[config.mk]
export PLATFORM = sky130hd
export DESIGN_NAME = bfsc_top
export DESIGN_NICKNAME = d
export VERILOG_FILES = /design/src/bfsc_pkg.sv /design/src/bfsc_sync.sv /design/src/bfsc_half_bridge.sv /design/src/bfsc_top.sv
export SDC_FILE = /design/constraint.sdc
export NUM_CORES = 1
export LEC_CHECK = 0
export BUFFER_PORTS_ARGS = -buffer_cell sky130_fd_sc_hd__buf_2
export CAP_MARGIN = 25
export CORE_MARGIN = 10
export CORE_UTILIZATION = 40
export DETAILED_ROUTE_END_ITERATION = 8
export PLACE_DENSITY = 0.56
export SYNTH_ARGS = -nofsm -noshare
export SYNTH_HDL_FRONTEND = slang
export SYNTH_SLANG_ARGS = --single-unit
[constraint.sdc]
create_clock -name clk -period 12.44 [get_ports clk]
set_input_delay 0.622 -clock clk [delete_from_list [all_inputs] [get_ports clk]]
set_output_delay 0.622 -clock clk [all_outputs]
set_load 0.02 [all_outputs]
[src/bfsc_pkg.sv]
// Shared constants, types and helper functions of the bridge fault and slew control block.
package bfsc_pkg;
    // ------------------------------------------------------------------
    // Timing
    // ------------------------------------------------------------------
    localparam int CLK_MHZ       = 100;
    localparam int DEGLITCH_NS   = 500;
    localparam int OC_FILT_NS    = 2000;
    localparam int CORE_READY_NS = 40000;
    localparam int RETRY_NS      = 4000000;

    function automatic int cyc_up(input int ns);
        int c;
        c = (ns * CLK_MHZ + 999) / 1000;
        return (c < 1) ? 1 : c;
    endfunction

    localparam int DEGLITCH_CYC   = cyc_up(DEGLITCH_NS);
    localparam int OC_FILT_CYC    = cyc_up(OC_FILT_NS);
    localparam int CORE_READY_CYC = cyc_up(CORE_READY_NS);
    localparam int RETRY_CYC_DEF  = cyc_up(RETRY_NS);

    // Slower edges hide more of the gate ramp inside the dead time.
    function automatic int dead_ns(input logic [2:0] code);
        case (code)
            3'h0:    return 200;
            3'h1:    return 250;
            3'h2:    return 350;
            3'h3:    return 450;
            3'h4:    return 550;
            3'h5:    return 700;
            3'h6:    return 900;
            default: return 1500;
        endcase
    endfunction

    function automatic logic [7:0] dead_cyc(input logic [2:0] code);
        return 8'(cyc_up(dead_ns(code)));
    endfunction

    // Strap states in order: ground, 22k down, 68k down, open, 51k up, rail.
    function automatic logic [2:0] strap_to_sr(input logic [2:0] strap);
        case (strap)
            3'h0:    return 3'h0;
            3'h1:    return 3'h1;
            3'h2:    return 3'h2;
            3'h4:    return 3'h5;
            3'h5:    return 3'h7;
            default: return 3'h3;
        endcase
    endfunction

    // ------------------------------------------------------------------
    // Registers
    // ------------------------------------------------------------------
    localparam logic [7:0] OFS_CTRL      = 8'h00;
    localparam logic [7:0] OFS_CTRL3     = 8'h04;
    localparam logic [7:0] OFS_STATUS    = 8'h08;
    localparam logic [7:0] OFS_ACTIVE    = 8'h0c;
    localparam int         CTRL_SR_LSB   = 0;
    localparam int         CTRL_POL_LSB  = 3;
    localparam int         CTRL_PCD_BIT  = 5;
    localparam int         CTRL_MODE_LSB = 6;
    localparam int         CLR_BIT       = 0;
    localparam logic [2:0] RST_SR        = 3'h0;
    localparam logic [1:0] RST_POL       = 2'h0;
    localparam logic       RST_PCD       = 1'b0;
    localparam logic [1:0] RST_MODE      = 2'h1;
    localparam logic [1:0] MODE_INDEP    = 2'h2;
    localparam logic [1:0] POL_LATCH     = 2'h0;
    localparam logic [1:0] POL_RETRY     = 2'h1;
    localparam logic [1:0] POL_REPORT    = 2'h2;
    localparam logic [1:0] POL_OFF       = 2'h3;

    typedef enum logic [1:0] {ST_INIT, ST_RUN, ST_SLEEP} bfsc_st_e;
endpackage

[src/bfsc_sync.sv]
// Two-flop synchroniser for a group of pin inputs.
`timescale 1ns/1ps
module bfsc_sync #(
    parameter int W = 1
) (
    input  wire logic         clk,
    input  wire logic         rst,
    input  wire logic [W-1:0] d,
    output logic      [W-1:0] q_out
);
    typedef struct packed {
        logic [W-1:0] s1;
        logic [W-1:0] s2;
    } bfsc_sync_s;

    bfsc_sync_s q;
    bfsc_sync_s next_q;

    always_comb begin
        next_q.s1 = d;
        next_q.s2 = q.s1;
    end

    always_ff @(posedge clk) begin
        if (rst) begin
            q <= '0;
        end else begin
            q <= next_q;
        end
    end

    assign q_out = q.s2;
endmodule

[src/bfsc_half_bridge.sv]
// One half-bridge: input deglitch and break-before-make gate sequencing.
`timescale 1ns/1ps
module bfsc_half_bridge
    import bfsc_pkg::*;
#(
    parameter int DEGL_CYC = DEGLITCH_CYC
) (
    input  wire logic       clk,
    input  wire logic       rst,
    input  wire logic       in_lvl,
    input  wire logic       enable,
    input  wire logic [7:0] dead,
    output logic            hs_on,
    output logic            ls_on
);
    typedef enum logic [1:0] {HB_OFF, HB_HIGH, HB_LOW, HB_DEAD} bfsc_hb_e;
    typedef struct packed {
        bfsc_hb_e   st;
        logic       lvl;
        logic [7:0] fcnt;
        logic [7:0] dcnt;
        logic       hs;
        logic       ls;
    } bfsc_hb_s;

    bfsc_hb_s q;
    bfsc_hb_s next_q;

    always_comb begin
        next_q = q;
        next_q.fcnt = 8'h0;
        if (in_lvl != q.lvl) begin
            next_q.fcnt = q.fcnt + 8'h1;
            if (q.fcnt == 8'(DEGL_CYC - 1)) begin
                next_q.lvl  = in_lvl;
                next_q.fcnt = 8'h0;
            end
        end
        case (q.st)
            HB_OFF: begin
                next_q.st   = HB_DEAD;
                next_q.dcnt = 8'h0;
            end
            HB_HIGH, HB_LOW: begin
                if (q.lvl != (q.st == HB_HIGH)) begin
                    next_q.st   = HB_DEAD;
                    next_q.dcnt = 8'h0;
                end
            end
            default: begin
                next_q.dcnt = q.dcnt + 8'h1;
                if (next_q.dcnt >= dead) begin
                    next_q.st = q.lvl ? HB_HIGH : HB_LOW;
                end
            end
        endcase
        if (!enable) begin
            next_q.st = HB_OFF;
        end
        next_q.hs = next_q.st == HB_HIGH;
        next_q.ls = next_q.st == HB_LOW;
    end

    always_ff @(posedge clk) begin
        if (rst) begin
            q <= '{st: HB_OFF, default: '0};
        end else begin
            q <= next_q;
        end
    end

    assign hs_on = q.hs;
    assign ls_on = q.ls;
endmodule

[src/bfsc_top.sv]
// Bridge fault, slew selection and sleep control with a Wishbone register slave.
//
// Design decisions made here: the address map and the Wishbone slave port.
`timescale 1ns/1ps
module bfsc_top
    import bfsc_pkg::*;
#(
    parameter logic [19:0] RETRY_CYC = 20'(RETRY_CYC_DEF)
) (
    input  wire logic        clk,
    input  wire logic        rst,
    input  wire logic        wb_cyc,
    input  wire logic        wb_stb,
    input  wire logic        wb_we,
    input  wire logic [7:0]  wb_adr,
    input  wire logic [3:0]  wb_sel,
    input  wire logic [31:0] wb_wdata,
    output logic      [31:0] wb_rdata,
    output logic             wb_ack,
    input  wire logic [1:0]  drive_inputs,
    input  wire logic        low_power_request_n,
    input  wire logic        supply_low_det,
    input  wire logic        pump_low_det,
    input  wire logic [3:0]  oc_det,
    input  wire logic [2:0]  slew_strap,
    input  wire logic        serial_variant,
    input  wire logic        fault_indicator_n_in,
    output logic             fault_indicator_n_out,
    output logic             fault_indicator_n_oe,
    output logic      [1:0]  high_side_on,
    output logic      [1:0]  low_side_on,
    output logic      [2:0]  edge_rate_out,
    output logic             pump_enable,
    output logic             serial_out_enable
);
    // ------------------------------------------------------------------
    // State
    // ------------------------------------------------------------------
    typedef struct packed {
        bfsc_st_e         st;
        logic [12:0]      init_cnt;
        logic [2:0]       sr_reg;
        logic [1:0]       pol;
        logic             pcd;
        logic [1:0]       mode;
        logic             variant;
        logic [2:0]       strap;
        logic             summary;
        logic             supply_low;
        logic             pump_low;
        logic [1:0]       oc_flag;
        logic [1:0]       oc_hold;
        logic [1:0][7:0]  oc_cnt;
        logic [1:0][19:0] retry_cnt;
        logic [2:0]       rate_out;
        logic [7:0]       dead;
        logic [1:0]       bridge_en;
        logic             fault_lvl;
        logic             fault_oe;
        logic             pump_en;
        logic             sdo_en;
        logic             ack;
        logic [31:0]      rdata;
    } bfsc_top_s;

    bfsc_top_s   q;
    bfsc_top_s   next_q;
    logic [13:0] sync_q;
    logic [1:0]  in_s;
    logic        lpr_s;
    logic        sleep_req_s;
    logic        uv_s;
    logic        cpd_s;
    logic [3:0]  oc_s;
    logic [2:0]  strap_s;
    logic        variant_s;
    logic        fault_in_s;
    logic [1:0]  oc_h;
    logic        run;
    logic        cp;
    logic        wr;
    logic        clr;
    logic [1:0]  trip;
    logic [1:0]  shut;

    bfsc_sync #(
        .W (14)
    ) u_sync (
        .clk   (clk),
        .rst   (rst),
        .d     ({fault_indicator_n_in, serial_variant, slew_strap, oc_det,
                 pump_low_det, supply_low_det, !low_power_request_n, drive_inputs}),
        .q_out (sync_q)
    );

    assign {fault_in_s, variant_s, strap_s, oc_s, cpd_s, uv_s, sleep_req_s, in_s} = sync_q;
    // The sleep request travels inverted, so a flushed synchroniser reads as awake.
    // Otherwise reset would look like a sleep pulse and release the fault line early.
    assign lpr_s = !sleep_req_s;
    assign oc_h = {oc_s[3] | oc_s[2], oc_s[1] | oc_s[0]};
    assign run  = q.st == ST_RUN;
    assign cp   = cpd_s && !q.pcd;
    assign wr   = wb_cyc && wb_stb && wb_we && !q.ack && wb_sel[0];
    // A sleep pulse clears faults exactly like the clear bit.
    assign clr  = (wr && wb_adr == OFS_CTRL3 && wb_wdata[CLR_BIT]) ||
                  (q.st != ST_SLEEP && !lpr_s);

    // ------------------------------------------------------------------
    // Next state
    // ------------------------------------------------------------------
    always_comb begin
        logic rel;
        rel    = 1'b0;
        next_q = q;
        trip   = 2'b00;
        shut   = 2'b00;

        next_q.ack = wb_cyc && wb_stb && !q.ack;
        if (wr && wb_adr == OFS_CTRL) begin
            next_q.sr_reg = wb_wdata[CTRL_SR_LSB +: 3];
            next_q.pol    = wb_wdata[CTRL_POL_LSB +: 2];
            next_q.pcd    = wb_wdata[CTRL_PCD_BIT];
            next_q.mode   = wb_wdata[CTRL_MODE_LSB +: 2];
        end
        case (wb_adr)
            OFS_CTRL:   next_q.rdata = {24'h0, q.mode, q.pcd, q.pol, q.sr_reg};
            OFS_STATUS: next_q.rdata = {24'h0, fault_in_s, q.st == ST_SLEEP, run,
                                        q.oc_flag, q.pump_low, q.supply_low, q.summary};
            OFS_ACTIVE: next_q.rdata = {28'h0, q.variant, q.rate_out};
            default:    next_q.rdata = 32'h0;
        endcase

        case (q.st)
            ST_SLEEP: begin
                next_q.st       = ST_INIT;
                next_q.init_cnt = 13'h0;
            end
            ST_INIT: begin
                next_q.init_cnt = q.init_cnt + 13'h1;
                if (q.init_cnt == 13'(CORE_READY_CYC - 1)) begin
                    next_q.st      = ST_RUN;
                    next_q.strap   = strap_s;
                    next_q.variant = variant_s;
                end
            end
            default: ;
        endcase
        if (!lpr_s) begin
            next_q.st = ST_SLEEP;
        end

        // Set terms come last so that an event in the clear cycle survives.
        next_q.supply_low = (q.supply_low && !(clr && !uv_s)) || (run && uv_s);
        next_q.pump_low   = (q.pump_low && !(clr && !cp)) || (run && cp);

        for (int h = 0; h < 2; h++) begin
            if (!oc_h[h]) begin
                next_q.oc_cnt[h] = 8'h0;
            end else if (q.oc_cnt[h] != 8'(OC_FILT_CYC)) begin
                next_q.oc_cnt[h] = q.oc_cnt[h] + 8'h1;
            end
            trip[h] = run && oc_h[h] && q.oc_cnt[h] == 8'(OC_FILT_CYC) &&
                      q.pol != POL_OFF;
            if (trip[h]) begin
                next_q.retry_cnt[h] = RETRY_CYC;
            end else if (q.retry_cnt[h] != 20'h0) begin
                next_q.retry_cnt[h] = q.retry_cnt[h] - 20'h1;
            end
            if (q.pol == POL_RETRY) begin
                rel = q.retry_cnt[h] == 20'h0 && !oc_h[h];
            end else begin
                rel = q.pol == POL_OFF || (clr && !oc_h[h]);
            end
            next_q.oc_hold[h] = (q.oc_hold[h] && !rel) || trip[h];
            next_q.oc_flag[h] = (q.oc_flag[h] && !(clr && !oc_h[h])) || trip[h];
            shut[h] = (q.oc_hold[h] || trip[h]) &&
                      (q.pol == POL_LATCH || q.pol == POL_RETRY);
        end
        // Outside independent mode the two halves form one bridge and stop together.
        if (q.mode != MODE_INDEP && shut != 2'b00) begin
            shut = 2'b11;
        end

        next_q.summary = (q.summary && !(clr && !uv_s && !cp && oc_h == 2'b00)) ||
                         (run && (uv_s || cp)) || trip != 2'b00;
        next_q.bridge_en = {2{run && lpr_s && !uv_s && !cp}} & ~shut;
        next_q.fault_oe  = next_q.st == ST_INIT ||
                           (next_q.st == ST_RUN &&
                            (uv_s || cp || next_q.oc_hold != 2'b00));
        next_q.fault_lvl = 1'b0;
        next_q.pump_en   = lpr_s && !uv_s;
        next_q.sdo_en    = lpr_s;
        next_q.rate_out  = q.variant ? q.sr_reg : strap_to_sr(q.strap);
        next_q.dead      = dead_cyc(q.rate_out);
    end

    always_ff @(posedge clk) begin
        if (rst) begin
            q <= '{st: ST_INIT, sr_reg: RST_SR, pol: RST_POL, pcd: RST_PCD,
                   mode: RST_MODE, strap: 3'h3, rate_out: 3'h3,
                   dead: 8'h14, fault_oe: 1'b1, default: '0};
        end else begin
            q <= next_q;
        end
    end

    // ------------------------------------------------------------------
    // Half-bridges
    // ------------------------------------------------------------------
    for (genvar g = 0; g < 2; g++) begin : g_hb
        bfsc_half_bridge u_hb (
            .clk    (clk),
            .rst    (rst),
            .in_lvl (in_s[g]),
            .enable (q.bridge_en[g]),
            .dead   (q.dead),
            .hs_on  (high_side_on[g]),
            .ls_on  (low_side_on[g])
        );
    end

    assign wb_rdata              = q.rdata;
    assign wb_ack                = q.ack;
    assign fault_indicator_n_out = q.fault_lvl;
    assign fault_indicator_n_oe  = q.fault_oe;
    assign edge_rate_out         = q.rate_out;
    assign pump_enable           = q.pump_en;
    assign serial_out_enable     = q.sdo_en;
endmodule

Word level (Yosys, flattened, before mapping). Cells that the tools add are included.

Flip-flop bits (word level): 210. Latch bits: 0. Bits in writable memories: 0. Memory bits (read-only): 0. Output and inout port bits: 44. Logic and storage cells: 242. Memories: 0.

$add $sub $neg: 10. Multipliers: 1. Div/mod/pow operators: 1. Order comparisons: 3. Equality and inequality tests: 42. Shifts and indexed selects: 0. Multiplexer cells: 29. Bitwise operators: 8. Reduce and logical (&&, ||, !) cells: 105.

Operator list (number): $pmux W11 S7 (1); $mux W19 (4); $add A8 B1 Y8 const B (6); $logic_and A1 B1 Y1 (42); $logic_not A20 Y1 (2); $reduce_bool A20 Y1 (2); $sub A20 B1 Y20 const B (2); $add A32 B11 Y32 const B (1); $div A32 B11 Y32 const B (1); $lt A32 B2 Y1 const B (1); $mul A32 B6 Y30 const B (1); $pmux W8 S2 (2); $pmux W15 S2 (1); $mux W8 (3); $pmux W8 S3 (1); $mux W2 (11); $logic_or A1 B1 Y1 (17); $eq A8 B4 Y1 const B (2); $eq A8 B6 Y1 const B (2); $eq A8 B8 Y1 const B (2); $ge A8 B8 Y1 (2); $ne A8 B8 Y1 const B (2); $eq A3 B3 Y1 const B (5); $logic_not A1 Y1 (15); other kinds (25) (71).

Longest topological paths before layout.
Depth after elaboration: 17. Gate-level depth with buffers: 47. Depth with buffers taken out: 39.

Cells and area by module. A second synthesis with hierarchy kept.

Cell total of the unflattened synthesis: 1730. Area, all modules: 13863.3 um^2.

By module, submodules not included: bfsc_top (instances 1, cells an instance 1396, area each 10555.1 um^2, sequential area each 2302.2 um^2); bfsc_half_bridge (instances 2, cells an instance 138, area each 1265.0 um^2, sequential area each 420.4 um^2); bfsc_sync (instances 1, cells an instance 58, area each 778.2 um^2, sequential area each 560.5 um^2).

Least setup slack after synthesis. OpenSTA, ideal clock, no wires.

Path kind: reg2reg. Start: reg q (netlist bit edge_rate_out[2]). End: reg q[39] in the netlist's numbering. Library setup time: 116 ps. Arrival: 11234 ps. Data required time: 12324 ps. Setup slack: 1090 ps. Cell stages (with the launch flop): 43. Path buffers: 5. Cells stage by stage: dfxtp_1 > buf_2 > buf_1 > nor3_1 > nor2_1 > inv_1 > ha_1 > inv_1 > fa_1 > inv_1 > ha_1 > ha_1 > xnor2_1 > a21o_1 > or4_4 > or3_4 > o31a_1 > or4_4 > [... 7 more ...] > and3_4 > a2bb2oi_1 > mux2_2 > nand4_1 > mux2_2 > a211oi_4 > and3_1 > buf_2 > a211oi_1 > a311o_1 > or4_1 > buf_2 > or4_1 > o311ai_1 > nand3_1 > a2111oi_0 > nor2_1 > a41o_1.

Cells in the longest elaborated chain, start to end: 7. Elaborated cells on any way between the ends: 13.

Ends and longest elaborated chain: start: declaration (line bfsc_top.sv:66) `bfsc_top_s q;`; start signal: assignment (line bfsc_top.sv:199) `q <= '{st: ST_INIT, sr_reg: RST_SR, pol: RST_POL, pcd: RST_PCD,`; start signal: assignment (line bfsc_top.sv:203) `q <= next_q;`; $eq A3 B3 Y1 (tied with other cells) (line bfsc_pkg.sv:25) `case (code)`; $pmux W11 S7 * (line bfsc_pkg.sv:25); $mul A32 B6 Y30 * (line bfsc_pkg.sv:14) `c = (ns * CLK_MHZ + 999) / 1000;`; $add A32 B11 Y32 * (line bfsc_pkg.sv:14); $div A32 B11 Y32 * (line bfsc_pkg.sv:14); $lt A32 B2 Y1 (line bfsc_pkg.sv:15) `return (c < 1) ? 1 : c;`; $mux W8 * (line bfsc_pkg.sv:15).

Mark *: on every way between the ends. The rest lies on a longest branch, timed or not. A chain may end at the register's enable or synchronous reset.

Final worst setup path.
Start: reg q (netlist bit edge_rate_out[1]). End: reg q[39] in the netlist's numbering.

Same word-level chain as after synthesis.

==> flow_metrics.env <==
export IMPL_cts_tree="built"
export IMPL_powerDensity_nw_per_um2=104
export IMPL_crit_family="simple AND/OR/NAND/NOR gates"
export IMPL_outcome="complete, no violations"
export IMPL_fin_cells=2293
export IMPL_start_util=0.404
export IMPL_drt_first_pass_iters=5
export IMPL_synth_area_leaders="dfxtp_1 27%, nor2_1 6.0%, ha_1 5.7%, xnor2_1 5.0%, a21oi_1 3.7%"
export IMPL_die_w_um=206
export IMPL_synth_compound_area_share=0.220
export IMPL_dp_cells=2248
export IMPL_synth_area_sq_um=13900
export IMPL_slew_viol_final=0
export IMPL_hold_path_class="in -> reg"
export IMPL_worst_path_max_fanout=9
export IMPL_clock_latency_ps=440
export IMPL_total_power_mw=1.61
export IMPL_max_freq_mhz=84.7
export IMPL_drt_wirelength_per_cell_um=16.0
export IMPL_place_congestion=0.848
export IMPL_hold_ws_ps=335
export IMPL_ys_warn_count=0
export IMPL_critPathSlowestCell="or4_1"
export IMPL_worst_ep_required_time_ps=12780
export IMPL_seqCellArea_sq_um=3700
export IMPL_first_global_vias=11700
export IMPL_grt_pass1_wl_um=59600
export IMPL_yosys_mux_area_fraction=0.0399
export IMPL_antenna_found_initial=0
export IMPL_synth_seq_cells=185
export IMPL_relSlewSlack=0.301
export IMPL_drive_gt1_frac=0.135
export IMPL_synth_top_area_frac=0.266
export IMPL_synth_fa_ha_area_frac=0.0603
export IMPL_fillers=3505
export IMPL_multiInputGateArea_sq_um=9670
export IMPL_min_period_ps=11800
export IMPL_cp_slowest_stage_delay_ps=650
export IMPL_endpoint_kind="flop"
export IMPL_drc=0
export IMPL_synth_simple_area_share=0.273
export IMPL_grt_overflow=0
export IMPL_path_clk_slew_ps=70
export IMPL_setup_viol=0
export IMPL_dp_hpwl_um=28000
export IMPL_hold_viol_final=0
export IMPL_root_buffer="clkbuf_16"
export IMPL_ctsHoldBuffers=0
export IMPL_worst_endpoint_arrival_ps=12140
export IMPL_area_growth_pct=11.6
export IMPL_final_util=0.451
export IMPL_netlist_instances=1769
export IMPL_period_share=0.949
export IMPL_ant_nets=0
export IMPL_drtIter0Drc=899
export IMPL_synth_edf_count=0
export IMPL_critPathMostFrequentCell="inv_1"
export IMPL_io_buffers=54
export IMPL_ys_flop_type="dfxtp_1"
export IMPL_async_flop_share=0
export IMPL_fp_row_count=68
export IMPL_start_kind="flop"
export IMPL_design_core_area_sq_um=34400
export IMPL_skew_ps=15.2
export IMPL_synth_seq_area_share=0.266
export IMPL_leakage_nw=6.20
export IMPL_worst_pin_slew_ps=1030
export IMPL_num_antenna_cells=0
export IMPL_synth_xor_area_frac=0.0848
export IMPL_synth_area_leader_cell="dfxtp_1"
export IMPL_yosysUniqueCellTypes=108
export IMPL_avgSynthCellArea_sq_um=7.86
export IMPL_grt_use_total=0.168
export IMPL_grt_max_degree=64
export IMPL_vdd_ir_drop_worst_mv=0.138
export IMPL_vias=12900
export IMPL_io_pins=107
export IMPL_clockBufferDepth=2
export IMPL_nNetsFinal=1953
export IMPL_cts_sinks=185
export IMPL_synth_top_family_by_area="simple AND/OR/NAND/NOR gates"
export IMPL_worstSetupPathType="reg -> reg"
export IMPL_die_h_um=206
export IMPL_die_area_sq_um=42600
export IMPL_drt_total_wl_um=36600
export IMPL_ctsHtreeMaxLevel=4
export IMPL_cts_buffers=17
export IMPL_cp_buffers_inverters=5
export IMPL_via_per_inst=5.61
export IMPL_cap_viol_max_count=0
layout make-up:
cell class                      instances  share of cell area
Timing Repair Buffer                  122              0.0505
Tap cell                              455              0.0367
Sequential cell                       185               0.239
Clock inverter                         14              0.0100
Inverter                               49              0.0119
Multi-Input combinational cell       1450               0.624
Clock buffer                           18              0.0283
flip-flops by register name, indices dropped and copies added (netlist names), 2 cells and up:
register,cells
q,100
g_hb.u_hb.q,38
u_sync.next_q,14
u_sync.q_out,14
wb_rdata,8
edge_rate_out,3
g_hb.u_hb.hs_on,2
g_hb.u_hb.ls_on,2
cells in the final DEF, fill, tap and decap left out, drive strengths merged, types with 58 or more instances in the layout:
cell / Yosys / final
nand2: 135 / 135
ha: 63 / 63
a21oi: 103 / 103
nor2: 222 / 222
dfxtp: 185 / 185
nor3: 58 / 58
nand3: 60 / 60
o21ai: 79 / 79
buf: 64 / 122
xnor2: 81 / 81
worst paths after layout:
check	start	end	slack, ps	cells past startpoint
worst min register to register	u_sync.q_out[9]	q[113]	430	1
worst min-delay path	low_power_request_n	u_sync.next_q[2]	330	2
worst max register to register	edge_rate_out[1]	q[39]	640	39
worst max-delay path	edge_rate_out[1]	q[39]	640	39
through the flow:
stage / setup WS (ps) / TNS, ps / area (sq um)
after floorplan: 1090 / 0 / 14000
after global placement: 483 / 0 / 14700
after detailed placement: 306 / 0 / 14700
after CTS: 305 / 0 / 15300
after global routing: -82.9 / -82.9 / 15500
final: 637 / 0 / 15500
cells by family (layout without fill, tap and decap cells):
kind of cell / count (synthesis) / in the layout
AND/OR/NAND/NOR: 742 / 742
AO/OA/AOI/OAI: 432 / 432
flip-flops: 185 / 185
buffers and inverters: 158 / 203
XOR/XNOR: 132 / 132
adder cells (fa/ha/maj): 66 / 66
multiplexers: 53 / 53
other: 1 / 25
cell usage after synthesis (49+ instances only):
library cell and n:
nor3_1 56, nand2_1 134, xnor2_1 80, nor2_1 221, nor2b_1 53, xor2_1 49, a21oi_1 102, dfxtp_1 185
ha_1 63, inv_1 49, o21ai_0 69, nand3_1 59
per-layer routing:
metal	routed length, um	global-route usage	vias up
met4	427	0.0381	0
met2	16700	0.261	267
met3	1640	0.0310	26
met1	17900	0.234	6072
li1	-	-	6499
met5	0	0	-
power breakdown:
part,switching [mW],internal (mW),leakage (nW)
clock network,0.248,0.290,0.294
registers,0.0505,0.657,1.51
logic,0.194,0.169,4.40
total,0.492,1.12,6.20
what timing repair did:
item / CTS / global route
resized for setup: 0 / 31
setup buffers: 0 / 13
setup endpoints to repair: 0 / 2
(Power assumes the default switching activity.)
